==> config.mk <==
export PLATFORM = sky130hd
export DESIGN_NAME = skc_keystream_cipher
export DESIGN_NICKNAME = d
export VERILOG_FILES = /design/src/shared/skc_pkg.sv /design/src/verilog/skc_bit_map.sv /design/src/verilog/skc_mode_ctrl.sv /design/src/verilog/skc_keystream_cipher.sv
export VERILOG_INCLUDE_DIRS = /design/src /design/src/shared
export SDC_FILE = /design/constraint.sdc
export NUM_CORES = 1
export LEC_CHECK = 0
export BUFFER_PORTS_ARGS = -buffer_cell sky130_fd_sc_hd__buf_2
export CAP_MARGIN = 20
export CORE_ASPECT_RATIO = 1.2
export CORE_MARGIN = 4
export CORE_UTILIZATION = 30
export CTS_CLUSTER_SIZE = 25
export DETAILED_ROUTE_END_ITERATION = 8
export HOLD_SLACK_MARGIN = 0.02
export PLACE_DENSITY = 0.54
export SLEW_MARGIN = 30
export SYNTH_ARGS = -nofsm -noshare
export SYNTH_HDL_FRONTEND = slang
export SYNTH_SLANG_ARGS = --single-unit
==> constraint.sdc <==
create_clock -name ref_clk -period 6.9 [get_ports ref_clk]
set_input_delay 1.38 -clock ref_clk [delete_from_list [all_inputs] [get_ports ref_clk]]
set_output_delay 1.38 -clock ref_clk [all_outputs]
set_load 0.05 [all_outputs]
==> src/shared/skc_defines.svh <==
/*
 * Constants of the slot key stream cipher: segment layout, subfield layout,
 * retry limit, register offsets and register field positions.
 * Assumes it is included by its bare name from the package and the modules.
 */
// ==========================================================================
// Operation
// - Re-key: stop ciphering, then restart ciphering
// - New bearer keeps mode, key, initialization value
// - Both handover connections share frame segment pair
// - Second connection starts clear; release after encryption
// - External handover: new leg clear, start may wait
// - Failed key transfer: re-authenticate, fresh key
// - Two segments of 40 + j bits
// - Control tail: segment bits 0-39 onto tail
// - Unprotected: segment 40 onward onto B bits
// - Protected: 64 data XORed, 16 check unused
// - E-type multiplexed handled as protected multisubfield
// - Padding passes clear, its key bits dropped
// - Checks and X-field never encrypted
// - Codec format: only first j*r bits used
// - Segment pair totals 80 + 2j bits
// - Padding exists only when j equals 672
// - Mode switch covers all bearers, later ones too
// - Stop request repeated five even frames, else release
`ifndef SKC_DEFINES_SVH
`define SKC_DEFINES_SVH

// ==========================================================================
// segment and field layout
`define SKC_IDXW      10
`define SKC_TAIL_KS   10'h028
`define SKC_TAIL_OFS  10'h008
`define SKC_SUB_LEN   10'h050
`define SKC_SUB_DATA  10'h040
`define SKC_PAD_J     10'h2A0
`define SKC_RATIO_FB  4
`define SKC_NCONN     2

// ==========================================================================
// mode switching
`define SKC_RETRIES   3'h5

// ==========================================================================
// register port
`define SKC_AW        4
`define SKC_DW        32
`define SKC_REG_CMD   4'h0
`define SKC_REG_STAT  4'h4
`define SKC_REG_FRMS  4'h8

`define SKC_CMD_START   0
`define SKC_CMD_STOP    1
`define SKC_CMD_REKEY   2
`define SKC_CMD_CONN    3
`define SKC_CMD_HO      4
`define SKC_CMD_HO_EXT  5
`define SKC_CMD_REL_OLD 6
`define SKC_CMD_KEY_ERR 7

`define SKC_ST_ENC      0
`define SKC_ST_BUSY     2
`define SKC_ST_HO       3
`define SKC_ST_HO_EXT   4
`define SKC_ST_CONN     5
`define SKC_ST_REAUTH   6
`define SKC_ST_REFUSED  7
`define SKC_ST_OVERRUN  8

`endif

==> src/shared/skc_pkg.sv <==
/*
 * Types of the slot key stream cipher: B-field formats, air commands,
 * controller states and the grouped stream and configuration carriers.
 * Assumes skc_defines.svh is reachable on the include path.
 */
`include "skc_defines.svh"

package skc_pkg;

   typedef enum logic [3:0] {
      FMT_UNPROT = 4'h1,
      FMT_MULTI  = 4'h2,
      FMT_ETYPE  = 4'h4,
      FMT_CODEC  = 4'h8
   } skc_fmt_e;

   typedef enum logic [2:0] {
      MT_NONE        = 3'h0,
      MT_START_REQ   = 3'h1,
      MT_START_GRANT = 3'h2,
      MT_STOP_REQ    = 3'h3,
      MT_STOP_GRANT  = 3'h4
   } skc_mt_e;

   typedef enum logic [4:0] {
      ST_IDLE        = 5'h01,
      ST_STOP_WAIT   = 5'h02,
      ST_STOP_GRANT  = 5'h04,
      ST_START_WAIT  = 5'h08,
      ST_START_GRANT = 5'h10
   } skc_state_e;

   typedef struct packed {
      skc_fmt_e                    fmt;
      logic [`SKC_IDXW-1:0]        bLen;
      logic [`SKC_RATIO_FB:0]      ratio;
      logic                        tailCt;
   } skc_cfg_s;

   typedef struct packed {
      logic valid;
      logic bit_;
   } skc_key_s;

   typedef struct packed {
      logic                    valid;
      logic [`SKC_NCONN-1:0]   lanes;
   } skc_lane_s;

   typedef struct packed {
      logic                    valid;
      logic [`SKC_NCONN-1:0]   lanes;
      logic                    inTail;
      logic                    segSel;
      logic [`SKC_IDXW-1:0]    idx;
   } skc_out_s;

   typedef struct packed {
      logic valid;
      logic conn;
   } skc_rel_s;

endpackage

==> src/verilog/skc_bit_map.sv <==
/*
 * Maps one key stream segment index onto the tail or B-field bit it covers
 * and decides whether the key bit is applied or only dropped.
 * Assumes a legal configuration: protected lengths are whole subfields, or 672 with its padding.
 */
`include "skc_defines.svh"

module skc_bit_map
   import skc_pkg::*;
(
   input  wire logic [`SKC_IDXW-1:0] segIdx,
   input  wire skc_cfg_s             cfg,
   output logic                      keyUse,
   output logic                      inTail,
   output logic [`SKC_IDXW-1:0]      fieldIdx
);

   logic [`SKC_IDXW-1:0]               bIdx;
   logic [`SKC_IDXW-1:0]               subPos;
   logic [`SKC_IDXW-1:0]               padStart;
   logic [`SKC_IDXW-1:0]               payload;
   logic [`SKC_IDXW+`SKC_RATIO_FB:0]   prod;

   always_comb begin
      bIdx     = segIdx - `SKC_TAIL_KS;
      subPos   = bIdx % `SKC_SUB_LEN;
      padStart = (cfg.bLen / `SKC_SUB_LEN) * `SKC_SUB_LEN;
      prod     = cfg.bLen * cfg.ratio;
      payload  = prod[`SKC_RATIO_FB +: `SKC_IDXW];
      inTail   = segIdx < `SKC_TAIL_KS;
      fieldIdx = inTail ? segIdx + `SKC_TAIL_OFS : bIdx;
      keyUse   = 1'b0;
      if (inTail) begin
         keyUse = cfg.tailCt;
      end else begin
         unique case (cfg.fmt)
            FMT_UNPROT: keyUse = 1'b1;
            // multiplexed E-type shares the protected layout
            FMT_MULTI, FMT_ETYPE: begin
               keyUse = (subPos < `SKC_SUB_DATA)
                  && !((cfg.bLen == `SKC_PAD_J) && (bIdx >= padStart));
            end
            FMT_CODEC: keyUse = bIdx < payload;
            default:   keyUse = 1'b0;
         endcase
      end
   end

endmodule

==> src/verilog/skc_mode_ctrl.sv <==
/*
 * Portable-side encryption mode switching: start, stop and re-key request
 * sequences with a bounded number of even-frame repeats.
 * Assumes frame ticks and received confirmations come from the same clock.
 */
`include "skc_defines.svh"

module skc_mode_ctrl
   import skc_pkg::*;
#(
   parameter logic [2:0] MAX_TRIES = `SKC_RETRIES
)(
   input  wire logic ref_clk,
   input  wire logic rst_n,
   input  wire logic frameTick,
   input  wire logic frameEven,
   input  wire logic reqStart,
   input  wire logic reqStop,
   input  wire logic reqRekey,
   input  wire logic rxStartConf,
   input  wire logic rxStartReject,
   input  wire logic rxStopConf,
   output skc_mt_e   txCmd_q,
   output logic      grantOn_q,
   output logic      grantOff_q,
   output logic      dropLink_q,
   output logic      busy
);

   skc_state_e  state_q;
   logic [2:0]  tries_q;
   logic        rekey_q;
   logic        evenTick;
   logic        waitStop;
   logic        waitStart;

   assign evenTick  = frameTick & frameEven;
   assign busy      = state_q != ST_IDLE;
   assign waitStop  = (state_q == ST_STOP_WAIT) && !rxStopConf;
   assign waitStart = (state_q == ST_START_WAIT) && !rxStartConf && !rxStartReject;

   // ==========================================================================
   // sequence state
   always_ff @(posedge ref_clk) begin
      if (!rst_n) begin
         state_q <= ST_IDLE;
         tries_q <= 3'h0;
         rekey_q <= 1'b0;
      end else begin
         unique case (state_q)
            ST_IDLE: begin
               tries_q <= 3'h0;
               if (reqStart) begin
                  state_q <= ST_START_WAIT;
               end else if (reqStop || reqRekey) begin
                  state_q <= ST_STOP_WAIT;
                  rekey_q <= reqRekey;
               end
            end
            ST_STOP_WAIT: begin
               if (rxStopConf) begin
                  state_q <= ST_STOP_GRANT;
               end else if (evenTick) begin
                  if (tries_q == MAX_TRIES) begin
                     state_q <= ST_IDLE;
                  end else begin
                     tries_q <= tries_q + 3'h1;
                  end
               end
            end
            ST_STOP_GRANT: begin
               if (evenTick) begin
                  state_q <= rekey_q ? ST_START_WAIT : ST_IDLE;
                  tries_q <= 3'h0;
                  rekey_q <= 1'b0;
               end
            end
            ST_START_WAIT: begin
               if (rxStartConf) begin
                  state_q <= ST_START_GRANT;
               end else if (rxStartReject) begin
                  state_q <= ST_IDLE;
               end else if (evenTick) begin
                  if (tries_q == MAX_TRIES) begin
                     state_q <= ST_IDLE;
                  end else begin
                     tries_q <= tries_q + 3'h1;
                  end
               end
            end
            ST_START_GRANT: begin
               if (evenTick) begin
                  state_q <= ST_IDLE;
               end
            end
            default: state_q <= ST_IDLE;
         endcase
      end
   end

   // ==========================================================================
   // air command and mode pulses, one command per even frame
   always_ff @(posedge ref_clk) begin
      if (!rst_n) begin
         txCmd_q    <= MT_NONE;
         grantOn_q  <= 1'b0;
         grantOff_q <= 1'b0;
         dropLink_q <= 1'b0;
      end else begin
         grantOn_q  <= 1'b0;
         grantOff_q <= 1'b0;
         dropLink_q <= 1'b0;
         if (frameTick) begin
            txCmd_q <= MT_NONE;
         end
         if (evenTick) begin
            if ((waitStop || waitStart) && tries_q == MAX_TRIES) begin
               dropLink_q <= 1'b1;
            end else if (waitStop) begin
               txCmd_q <= MT_STOP_REQ;
            end else if (waitStart) begin
               txCmd_q <= MT_START_REQ;
            end else if (state_q == ST_STOP_GRANT) begin
               txCmd_q    <= MT_STOP_GRANT;
               grantOff_q <= 1'b1;
            end else if (state_q == ST_START_GRANT) begin
               txCmd_q   <= MT_START_GRANT;
               grantOn_q <= 1'b1;
            end
         end
      end
   end

endmodule

==> src/verilog/skc_keystream_cipher.sv <==
/*
 * Slot key stream cipher for half and long slots: XORs each frame's pair of
 * key stream segments onto the tail and B-field bits of every held
 * connection, and runs encryption mode, re-key and handover control.
 * Assumes the key stream generator and the MAC present key bit and field
 * bits in lockstep, segment index order, on the same clock.
 */
// The implementer's own choices: the placing of the registers and the strobed register port.
`include "skc_defines.svh"

module skc_keystream_cipher
   import skc_pkg::*;
(
   input  wire logic                   ref_clk,
   input  wire logic                   rst_n,
   input  wire logic [`SKC_AW-1:0]     regAddr,
   input  wire logic [`SKC_DW-1:0]     regWrData,
   input  wire logic                   regWr,
   input  wire logic                   regRd,
   output logic [`SKC_DW-1:0]          regRdData,
   input  wire skc_cfg_s               cfg,
   input  wire logic                   frameStart,
   input  wire logic                   frameEven,
   input  wire skc_key_s               keyIn,
   input  wire skc_lane_s              dataIn,
   output skc_out_s                    dataOut,
   output logic                        frameDone,
   input  wire logic                   rxStartConf,
   input  wire logic                   rxStartReject,
   input  wire logic                   rxStopConf,
   output skc_mt_e                     txCmd,
   output skc_rel_s                    connRelease
);

   // ==========================================================================
   // declarations
   logic [`SKC_IDXW-1:0]   segIdx_q;
   logic                   segSel_q;
   logic                   frameEnd_q;
   logic [`SKC_IDXW-1:0]   lastIdx;
   logic                   step;
   logic                   keyUse;
   logic                   inTail;
   logic [`SKC_IDXW-1:0]   fieldIdx;
   logic [`SKC_NCONN-1:0]  encOn_q;
   logic                   ctlConn_q;
   logic                   hoActive_q;
   logic                   hoExt_q;
   logic                   oldConn_q;
   logic                   reauth_q;
   logic                   refused_q;
   logic                   overrun_q;
   logic [`SKC_DW-1:0]     frames_q;
   logic                   cmdWr;
   logic                   statWr;
   logic                   wantStart;
   logic                   wantStop;
   logic                   wantRekey;
   logic                   newConn;
   logic                   startBlocked;
   logic                   relOk;
   logic                   reqStart;
   logic                   reqStop;
   logic                   reqRekey;
   logic                   refuse;
   logic                   grantOn;
   logic                   grantOff;
   logic                   dropLink;
   logic                   busy;
   skc_mt_e                ctlCmd;

   function automatic logic cmdBit(input logic [`SKC_DW-1:0] w, input int unsigned pos);
      cmdBit = w[pos];
   endfunction

   // ==========================================================================
   // register port decode
   assign cmdWr     = regWr && (regAddr == `SKC_REG_CMD);
   assign statWr    = regWr && (regAddr == `SKC_REG_STAT);
   assign wantStart = cmdWr && cmdBit(regWrData, `SKC_CMD_START);
   assign wantStop  = cmdWr && cmdBit(regWrData, `SKC_CMD_STOP);
   assign wantRekey = cmdWr && cmdBit(regWrData, `SKC_CMD_REKEY);
   assign newConn   = cmdBit(regWrData, `SKC_CMD_CONN);

   // external handover: the new leg may not start while the old one still ciphers
   assign startBlocked = hoActive_q && hoExt_q && (newConn != oldConn_q)
                         && encOn_q[oldConn_q];
   // the first connection goes only once the second one is encrypted
   assign relOk    = hoActive_q && encOn_q[!oldConn_q];
   assign reqStart = wantStart && !busy && !startBlocked;
   assign reqStop  = wantStop && !busy;
   assign reqRekey = wantRekey && !busy && encOn_q[newConn];
   assign refuse   = (wantStart && (busy || startBlocked))
                     || ((wantStop || wantRekey) && busy)
                     || (wantRekey && !encOn_q[newConn])
                     || (cmdWr && cmdBit(regWrData, `SKC_CMD_REL_OLD) && !relOk);

   // ==========================================================================
   // mode switching sequences
   skc_mode_ctrl #(
      .MAX_TRIES     (`SKC_RETRIES)
   ) u_mode_ctrl (
      .ref_clk       (ref_clk),
      .rst_n         (rst_n),
      .frameTick     (frameStart),
      .frameEven     (frameEven),
      .reqStart      (reqStart),
      .reqStop       (reqStop),
      .reqRekey      (reqRekey),
      .rxStartConf   (rxStartConf),
      .rxStartReject (rxStartReject),
      .rxStopConf    (rxStopConf),
      .txCmd_q       (ctlCmd),
      .grantOn_q     (grantOn),
      .grantOff_q    (grantOff),
      .dropLink_q    (dropLink),
      .busy          (busy)
   );

   always_ff @(posedge ref_clk) begin
      if (!rst_n) begin
         txCmd <= MT_NONE;
      end else begin
         txCmd <= ctlCmd;
      end
   end

   always_ff @(posedge ref_clk) begin
      if (!rst_n) begin
         ctlConn_q <= 1'b0;
      end else if (reqStart || reqStop || reqRekey) begin
         ctlConn_q <= newConn;
      end
   end

   // ==========================================================================
   // per-connection encryption mode; every bearer of a connection follows it
   always_ff @(posedge ref_clk) begin
      if (!rst_n) begin
         encOn_q <= '0;
      end else begin
         if (grantOn) begin
            encOn_q[ctlConn_q] <= 1'b1;
         end
         if (grantOff || dropLink) begin
            encOn_q[ctlConn_q] <= 1'b0;
         end
         if (cmdWr && cmdBit(regWrData, `SKC_CMD_HO)) begin
            encOn_q[!newConn] <= 1'b0;
         end
      end
   end

   // ==========================================================================
   // connection and external handover bookkeeping
   always_ff @(posedge ref_clk) begin
      if (!rst_n) begin
         hoActive_q <= 1'b0;
         hoExt_q    <= 1'b0;
         oldConn_q  <= 1'b0;
      end else if (cmdWr && cmdBit(regWrData, `SKC_CMD_HO)) begin
         hoActive_q <= 1'b1;
         hoExt_q    <= cmdBit(regWrData, `SKC_CMD_HO_EXT);
         oldConn_q  <= newConn;
      end else if (cmdWr && cmdBit(regWrData, `SKC_CMD_REL_OLD) && relOk) begin
         hoActive_q <= 1'b0;
      end
   end

   always_ff @(posedge ref_clk) begin
      if (!rst_n) begin
         connRelease <= '0;
      end else if (dropLink) begin
         connRelease <= '{valid: 1'b1, conn: ctlConn_q};
      end else if (cmdWr && cmdBit(regWrData, `SKC_CMD_REL_OLD) && relOk) begin
         connRelease <= '{valid: 1'b1, conn: oldConn_q};
      end else begin
         connRelease <= '0;
      end
   end

   // a failed key transfer leaves the new leg unable to resume: re-authenticate
   always_ff @(posedge ref_clk) begin
      if (!rst_n) begin
         reauth_q <= 1'b0;
      end else if (cmdWr && cmdBit(regWrData, `SKC_CMD_KEY_ERR)) begin
         reauth_q <= 1'b1;
      end else if (statWr && cmdBit(regWrData, `SKC_ST_REAUTH)) begin
         reauth_q <= 1'b0;
      end
   end

   always_ff @(posedge ref_clk) begin
      if (!rst_n) begin
         refused_q <= 1'b0;
      end else if (refuse) begin
         refused_q <= 1'b1;
      end else if (statWr && cmdBit(regWrData, `SKC_ST_REFUSED)) begin
         refused_q <= 1'b0;
      end
   end

   // ==========================================================================
   // segment position: two segments of 40 + j bits per frame
   assign lastIdx = `SKC_TAIL_KS + cfg.bLen - 10'h001;
   assign step    = keyIn.valid && dataIn.valid && !frameEnd_q;

   always_ff @(posedge ref_clk) begin
      if (!rst_n) begin
         segIdx_q   <= '0;
         segSel_q   <= 1'b0;
         frameEnd_q <= 1'b0;
      end else if (frameStart) begin
         segIdx_q   <= '0;
         segSel_q   <= 1'b0;
         frameEnd_q <= 1'b0;
      end else if (step) begin
         if (segIdx_q == lastIdx) begin
            segIdx_q <= '0;
            segSel_q <= 1'b1;
            if (segSel_q) begin
               frameEnd_q <= 1'b1;
            end
         end else begin
            segIdx_q <= segIdx_q + 10'h001;
         end
      end
   end

   always_ff @(posedge ref_clk) begin
      if (!rst_n) begin
         frameDone <= 1'b0;
      end else begin
         frameDone <= step && segSel_q && (segIdx_q == lastIdx);
      end
   end

   always_ff @(posedge ref_clk) begin
      if (!rst_n) begin
         overrun_q <= 1'b0;
      end else if (keyIn.valid && dataIn.valid && frameEnd_q && !frameStart) begin
         overrun_q <= 1'b1;
      end else if (statWr && cmdBit(regWrData, `SKC_ST_OVERRUN)) begin
         overrun_q <= 1'b0;
      end
   end

   always_ff @(posedge ref_clk) begin
      if (!rst_n) begin
         frames_q <= '0;
      end else if (step && segSel_q && (segIdx_q == lastIdx)) begin
         frames_q <= frames_q + 32'h0000_0001;
      end
   end

   // ==========================================================================
   // bit mapping and XOR; the same key bit feeds every held connection
   skc_bit_map u_bit_map (
      .segIdx   (segIdx_q),
      .cfg      (cfg),
      .keyUse   (keyUse),
      .inTail   (inTail),
      .fieldIdx (fieldIdx)
   );

   always_ff @(posedge ref_clk) begin
      if (!rst_n) begin
         dataOut.valid  <= 1'b0;
         dataOut.inTail <= 1'b0;
         dataOut.segSel <= 1'b0;
         dataOut.idx    <= '0;
      end else begin
         dataOut.valid  <= step;
         dataOut.inTail <= inTail;
         dataOut.segSel <= segSel_q;
         dataOut.idx    <= fieldIdx;
      end
   end

   for (genvar c = 0; c < `SKC_NCONN; c++) begin : g_lane
      always_ff @(posedge ref_clk) begin
         if (!rst_n) begin
            dataOut.lanes[c] <= 1'b0;
         end else begin
            // bearers of a connection share its key and value
            dataOut.lanes[c] <= dataIn.lanes[c] ^ (keyIn.bit_ & keyUse & encOn_q[c]);
         end
      end
   end

   // ==========================================================================
   // register read, data in the cycle after the strobe
   always_ff @(posedge ref_clk) begin
      if (!rst_n) begin
         regRdData <= '0;
      end else begin
         regRdData <= '0;
         if (regRd) begin
            unique case (regAddr)
               `SKC_REG_CMD: regRdData[`SKC_CMD_CONN] <= ctlConn_q;
               `SKC_REG_STAT: begin
                  regRdData[`SKC_ST_ENC +: `SKC_NCONN] <= encOn_q;
                  regRdData[`SKC_ST_BUSY]    <= busy;
                  regRdData[`SKC_ST_HO]      <= hoActive_q;
                  regRdData[`SKC_ST_HO_EXT]  <= hoExt_q;
                  regRdData[`SKC_ST_CONN]    <= ctlConn_q;
                  regRdData[`SKC_ST_REAUTH]  <= reauth_q;
                  regRdData[`SKC_ST_REFUSED] <= refused_q;
                  regRdData[`SKC_ST_OVERRUN] <= overrun_q;
               end
               `SKC_REG_FRMS: regRdData <= frames_q;
               default: regRdData <= '0;
            endcase
         end
      end
   end

endmodule

Yosys cells after proc, flatten, opt, wreduce, memory -nomap -nowiden
Index checks and enable logic that the tools add are counted.
{"block": "totals", "register_bits": 121, "in_bits": 70, "out_inout_bits": 53, "word_cells": 234}
{"block": "op_classes", "n_addsub": 7, "n_mul": 2, "n_div": 2, "n_lt_le_gt_ge": 11, "eq_ne": 24, "muxes": 64, "bitwise_logic": 13, "n_reduce_logical": 80}
{"operator": "$mux W5", "n": 9}
{"operator": "$logic_and A1 B1 Y1", "n": 39}
{"operator": "$mux W3", "n": 13}
{"operator": "$add A32 B1 Y32 const B", "n": 1}
{"operator": "$pmux W5 S5", "n": 1}
{"operator": "$mux W1", "n": 23}
{"operator": "$mux W10", "n": 2}
{"operator": "$mul A10 B5 Y14", "n": 1}
{"operator": "$mux W2", "n": 7}
{"operator": "$logic_not A1 Y1", "n": 12}
{"operator": "$pmux W3 S4", "n": 1}
{"operator": "$add A10 B1 Y10 const B", "n": 1}
{"operator": "$add A10 B4 Y10 const B", "n": 1}
{"operator": "$add A6 B10 Y10 const A", "n": 1}
{"operator": "$div A10 B7 Y10 const B", "n": 1}
{"operator": "$eq A10 B10 Y1", "n": 1}
{"operator": "$eq A10 B10 Y1 const B", "n": 1}
{"operator": "$ge A10 B10 Y1", "n": 1}
{"operator": "$logic_or A1 B1 Y1", "n": 10}
{"operator": "$lt A1 B2 Y1 const B", "n": 5}
{"operator": "$lt A10 B10 Y1", "n": 1}
{"operator": "$lt A10 B6 Y1 const B", "n": 1}
{"operator": "$lt A10 B7 Y1 const B", "n": 1}
{"operator": "$mod A10 B7 Y10 const B", "n": 1}
{"operator": "42 further kinds", "n": 68}

Longest topological paths before layout
{"block": "depth", "word_depth": 12, "ltp_mapped": 24, "depth_no_buf": 23}

Hierarchy
Synthesis repeated with hierarchy kept, for this count alone.
{"block": "hier_totals", "hier_cells": 951, "hier_area_um2": 7983.9}
{"mod": "skc_keystream_cipher", "n_inst": 1, "cells_per_inst": 496, "area_per_inst_um2": 4456.8, "seq_area_each_um2": 2122.0}
{"mod": "skc_bit_map", "n_inst": 1, "cells_per_inst": 341, "area_per_inst_um2": 2575.0, "seq_area_each_um2": 0.0}
{"mod": "skc_mode_ctrl", "n_inst": 1, "cells_per_inst": 114, "area_per_inst_um2": 952.2, "seq_area_each_um2": 300.3}

Worst setup path before layout
OpenSTA, ideal clock, no wires.
{"block": "synth_path", "path_type": "input-to-reg", "startpoint": "input port cfg[5] in the netlist's numbering", "endpoint": "register dataOut[12] in the netlist's numbering", "setup_ns": 0.070, "arrival_ns": 6.372, "setup_slack_ns": 0.457, "path_stages": 23, "path_buffers": 1, "path_cell_list": "clkbuf_1 nand2_1 fa_1 fa_1 fa_1 inv_1 ha_1 and4_1 a221o_1 o211ai_1 nand2b_1 a31oi_1 nand2b_1 a21oi_1 xor2_1 ha_1 nand2_1 nor2_1 o211a_1 nor2_1 a31oi_1 or4_1 a21oi_1"}
{"block": "synth_between", "elab_chain_len": 7}
{"element": "start: declaration", "line_no": "skc_keystream_cipher.sv:21", "text": "input wire skc_cfg_s cfg,"}
{"element": "$mul A10 B5 Y14", "line_no": "skc_bit_map.sv:28", "text": "prod = cfg.bLen * cfg.ratio;"}
{"element": "$lt A10 B10 Y1", "line_no": "skc_bit_map.sv:43", "text": "FMT_CODEC: keyUse = bIdx < payload;"}
{"element": "$pmux W1 S3", "line_no": "skc_bit_map.sv:36", "text": "unique case (cfg.fmt)"}
{"element": "$mux W1", "line_no": "skc_bit_map.sv:33", "text": "if (inTail) begin"}
{"element": "$and A1 B1 Y1 (2 in series)", "line_no": "skc_keystream_cipher.sv:286", "text": "dataOut.lanes[c] <= dataIn.lanes[c] ^ (keyIn.bit_ & keyUse & encOn_q[c]);"}
{"element": "$xor A1 B1 Y1", "line_no": "skc_keystream_cipher.sv:286"}
{"element": "end: declaration", "line_no": "skc_keystream_cipher.sv:26", "text": "output skc_out_s dataOut,"}
Every way passes these cells.
A chain may end at the register's enable or synchronous reset.

Worst setup path in the final report
{"block": "layout_path", "startpoint": "input port cfg[4] in the netlist's numbering", "endpoint": "register dataOut[12] in the netlist's numbering"}
The elaborated chain is that of the path after synthesis.

==> flow_summary.json <==
{
  "start_util_pct": 30.46,
  "cp_common_cell": "fa_1",
  "antenna_found_initial": 0,
  "ys_dominant_reg_cell": "dfxtp_1",
  "drv_slew": 0,
  "nets": 1159,
  "whs_ns": 0.4349,
  "syn2layout_area_growth_pct": 17.61,
  "synth_nets": 1081,
  "crit_path_cell_trace": "buf_2 -> nand2_1 -> fa_1 -> inv_1 -> fa_1 -> fa_1 -> ha_1 -> and4_1 -> a221o_1 -> o211ai_1 -> nand2b_1 -> a31oi_1 -> nand2b_1 -> a21oi_1 -> xor2_1 -> ha_1 -> nand2_1 -> nor2_1 -> o211a_1 -> nor2_1 -> a31oi_1 -> or4_1 -> a21oi_1",
  "num_vias": 6739,
  "ir_drop_mv": 0.1390,
  "grt_util_all_layers_pct": 13.68,
  "worstSetupStartpointType": "primary input",
  "status": "finished clean",
  "relSlewSlack_pct": 37.39,
  "grt_pass1_wl_mm": 32.44,
  "period_minus_slack_ns": 6.363,
  "cap_violations": 0,
  "synthCells": 941,
  "cts_made_buffers": 17,
  "detail_route.wl_per_cell_um": 14.13,
  "grt_pass1_vias": 6622,
  "clk_pin_slew_worst_paths_ns": 0.06,
  "post-route-drc-count": 0,
  "die_h_um": 184.2,
  "wl_mm": 19.25,
  "cts_buffer_depth": 2,
  "synth_seq_cells": 121,
  "slowest_stage": "fa_1",
  "portBuffers": 99,
  "drive_gt1_share_pct": 15.21,
  "slowest_delay_ns": 0.51,
  "synth_edf_count": 0,
  "cts_resized": 0,
  "rows": 64,
  "cts.sinks": 121,
  "holdCritPathClass": "flip-flop to flip-flop",
  "hold_buffers": 0,
  "path_class": "primary input to flip-flop",
  "vias_per_cell": 4.948,
  "synth-seq-area-share_pct": 31.23,
  "gr-total-overflow": 0,
  "max_freq_ghz": 0.1572,
  "diodes": 0,
  "clock_latency_ns": 0.42,
  "ant_nets": 0,
  "setup_ws_ns": 0.5374,
  "hold_viol": 0,
  "async_flop_share_pct": 0,
  "rsz0062_at_grt": "false",
  "root_buffer": "clkbuf_16",
  "postCtsSetupRepairBufs": 0,
  "htreeDepth": 4,
  "tightest_slew_ns": 0.9320,
  "hpwl_mm": 14.63,
  "firstDrtPassIters": 4,
  "synth_warnings": 0,
  "finalSetupViolCount": 0,
  "drtIter0Drc": 258,
  "io_pins": 123,
  "worstPathRequired_ns": 7.24,
  "grt_max_degree": 49,
  "cp-end-kind": "flip-flop",
  "tns_ns": 0,
  "coreArea_um2": 25460,
  "crit_fanout": 10,
  "p_per_area_nw_per_um2": 223.0,
  "die_w_um": 154.8,
  "fin_worst_skew_ns": 0.01518,
  "fin_crit_sh_pct": 92.21,
  "gp_congestion": 0.8140,
  "crit_arrival_ns": 6.70,
  "place_ws_ns": 0.1005,
  "synth_area_um2": 7757,
  "tritoncts": "built",
  "synthDistinctLibCells": 72,
  "leakagePower_nw": 3.894,
  "syn_avg_cell_area_um2": 8.244,
  "die_area_um2": 28510
}
cell usage after synthesis, types with 5 or more instances:
| master | count | area (um^2) |
|---|---|---|
| xnor2_1 | 33 | 289.0 |
| mux2i_1 | 23 | 230.2 |
| o211ai_1 | 5 | 37.54 |
| and2_1 | 50 | 312.8 |
| and3_1 | 11 | 68.82 |
| nand4_1 | 15 | 93.84 |
| nand3_1 | 27 | 135.1 |
| buf_1 | 6 | 22.52 |
| nor4_1 | 9 | 56.30 |
| a31oi_1 | 6 | 37.54 |
| dfxtp_1 | 121 | 2422 |
| ha_1 | 47 | 588.1 |
| and4_1 | 7 | 61.31 |
| inv_1 | 54 | 202.7 |
| nor3b_1 | 5 | 37.54 |
| nor3_1 | 18 | 90.09 |
| fa_1 | 23 | 460.4 |
| nand2_1 | 102 | 382.9 |
| nand2b_1 | 29 | 181.4 |
| a211oi_1 | 8 | 60.06 |
| a22o_1 | 8 | 70.07 |
| or2_2 | 5 | 31.28 |
| nor2b_1 | 15 | 93.84 |
| xor2_1 | 15 | 131.4 |
| clkbuf_1 | 36 | 135.1 |
| o21ai_0 | 35 | 175.2 |
| buf_2 | 5 | 25.02 |
| a21oi_1 | 42 | 210.2 |
| or3_1 | 10 | 62.56 |
| nor2_1 | 92 | 345.3 |
| nand3b_1 | 6 | 45.04 |
layer usage:
layer  GRT usage (%)  share of wire (%)  vias up
met5               0                  0        -
met4           4.346                1.4        0
met3           2.419                3.9       23
met2           23.81                 49      125
met1           17.23                 46     3179
li1                -                  -     3412
registers in the layout, summed over array words and instances, names as in the netlist, 2 cells and up:
register             cells
connRelease              2
dataOut                 15
encOn_q                  2
frames_q                32
regRdData               32
segIdx_q                10
txCmd                    3
u_mode_ctrl.state_q      5
u_mode_ctrl.tries_q      3
u_mode_ctrl.txCmd_q      3
power by group:
part	internal (mW)	switching (mW)	leakage [nW]	total [mW]
Combinational	0.191	0.245	2.64	0.436
Clock	0.544	0.338	0.280	0.881
Sequential	0.706	0.0109	0.976	0.717
cells in the final DEF, fill, tap and decap left out, types with 11 or more instances in the layout:
cell / count
xnor2_1: 33
inv_1: 54
a21oi_1: 42
nor2b_1: 15
ha_1: 47
nand2b_1: 29
and2_1: 50
dfxtp_1: 121
buf_2: 99
nor3_1: 18
o21ai_0: 35
and3_1: 11
nand2_1: 102
xor2_1: 15
mux2i_1: 23
nor2_1: 92
clkbuf_16: 17
nand4_1: 15
nand3_1: 27
fa_1: 23
cell families after synthesis:
family          after synthesis  synth area share [%]
flops                       121                 31.23
mux                          24                 3.113
buf+inv                     105                 5.451
fa+ha+maj                    70                 13.52
compound gates              156                 13.58
simple gates                417                 27.69
xor+xnor                     48                 5.419
worst paths after layout:
| kind | startpoint | to | slack, ns | cells after the start |
|---|---|---|---|---|
| setup reg to reg | segIdx_q[3] | dataOut[12] | 3.04 | 13 |
| setup / recovery | cfg[4] | dataOut[12] | 0.54 | 23 |
| hold / removal | u_mode_ctrl.txCmd_q[2] | txCmd[2] | 0.43 | 2 |
| hold reg to reg | u_mode_ctrl.txCmd_q[2] | txCmd[2] | 0.43 | 2 |
stage by stage:
stage               power (mW)  cell area (um^2)  utilization, %  std cells
floorplan                1.069              7757               -        941
global placement         1.165              8529           33.50       1330
detailed placement       1.171              8529           33.50       1330
CTS                      2.066              9117           35.80       1362
global route             2.159              9124           35.83       1362
finish                   2.034              9124           35.83       1362
worst max-delay path, delay by kind of cell:
family,cells,cell delay (ns)
AND/OR/NAND/NOR,8,1.25
AO/OA/AOI/OAI,7,1.52
buffers and inverters,2,0.26
XOR/XNOR,1,0.18
adder cells (fa/ha/maj),5,2.10
area by class of cell:
class                           instances  area (um^2)
Fill cell                            2712        16340
Multi-Input combinational cell        715         4923
Sequential cell                       121         2422
Timing Repair Buffer                  109        570.5
Clock buffer                           19        442.9
Tap cell                              330        412.9
Inverter                               55        206.4
Clock inverter                         13        145.1
(Power assumes the default switching activity.)
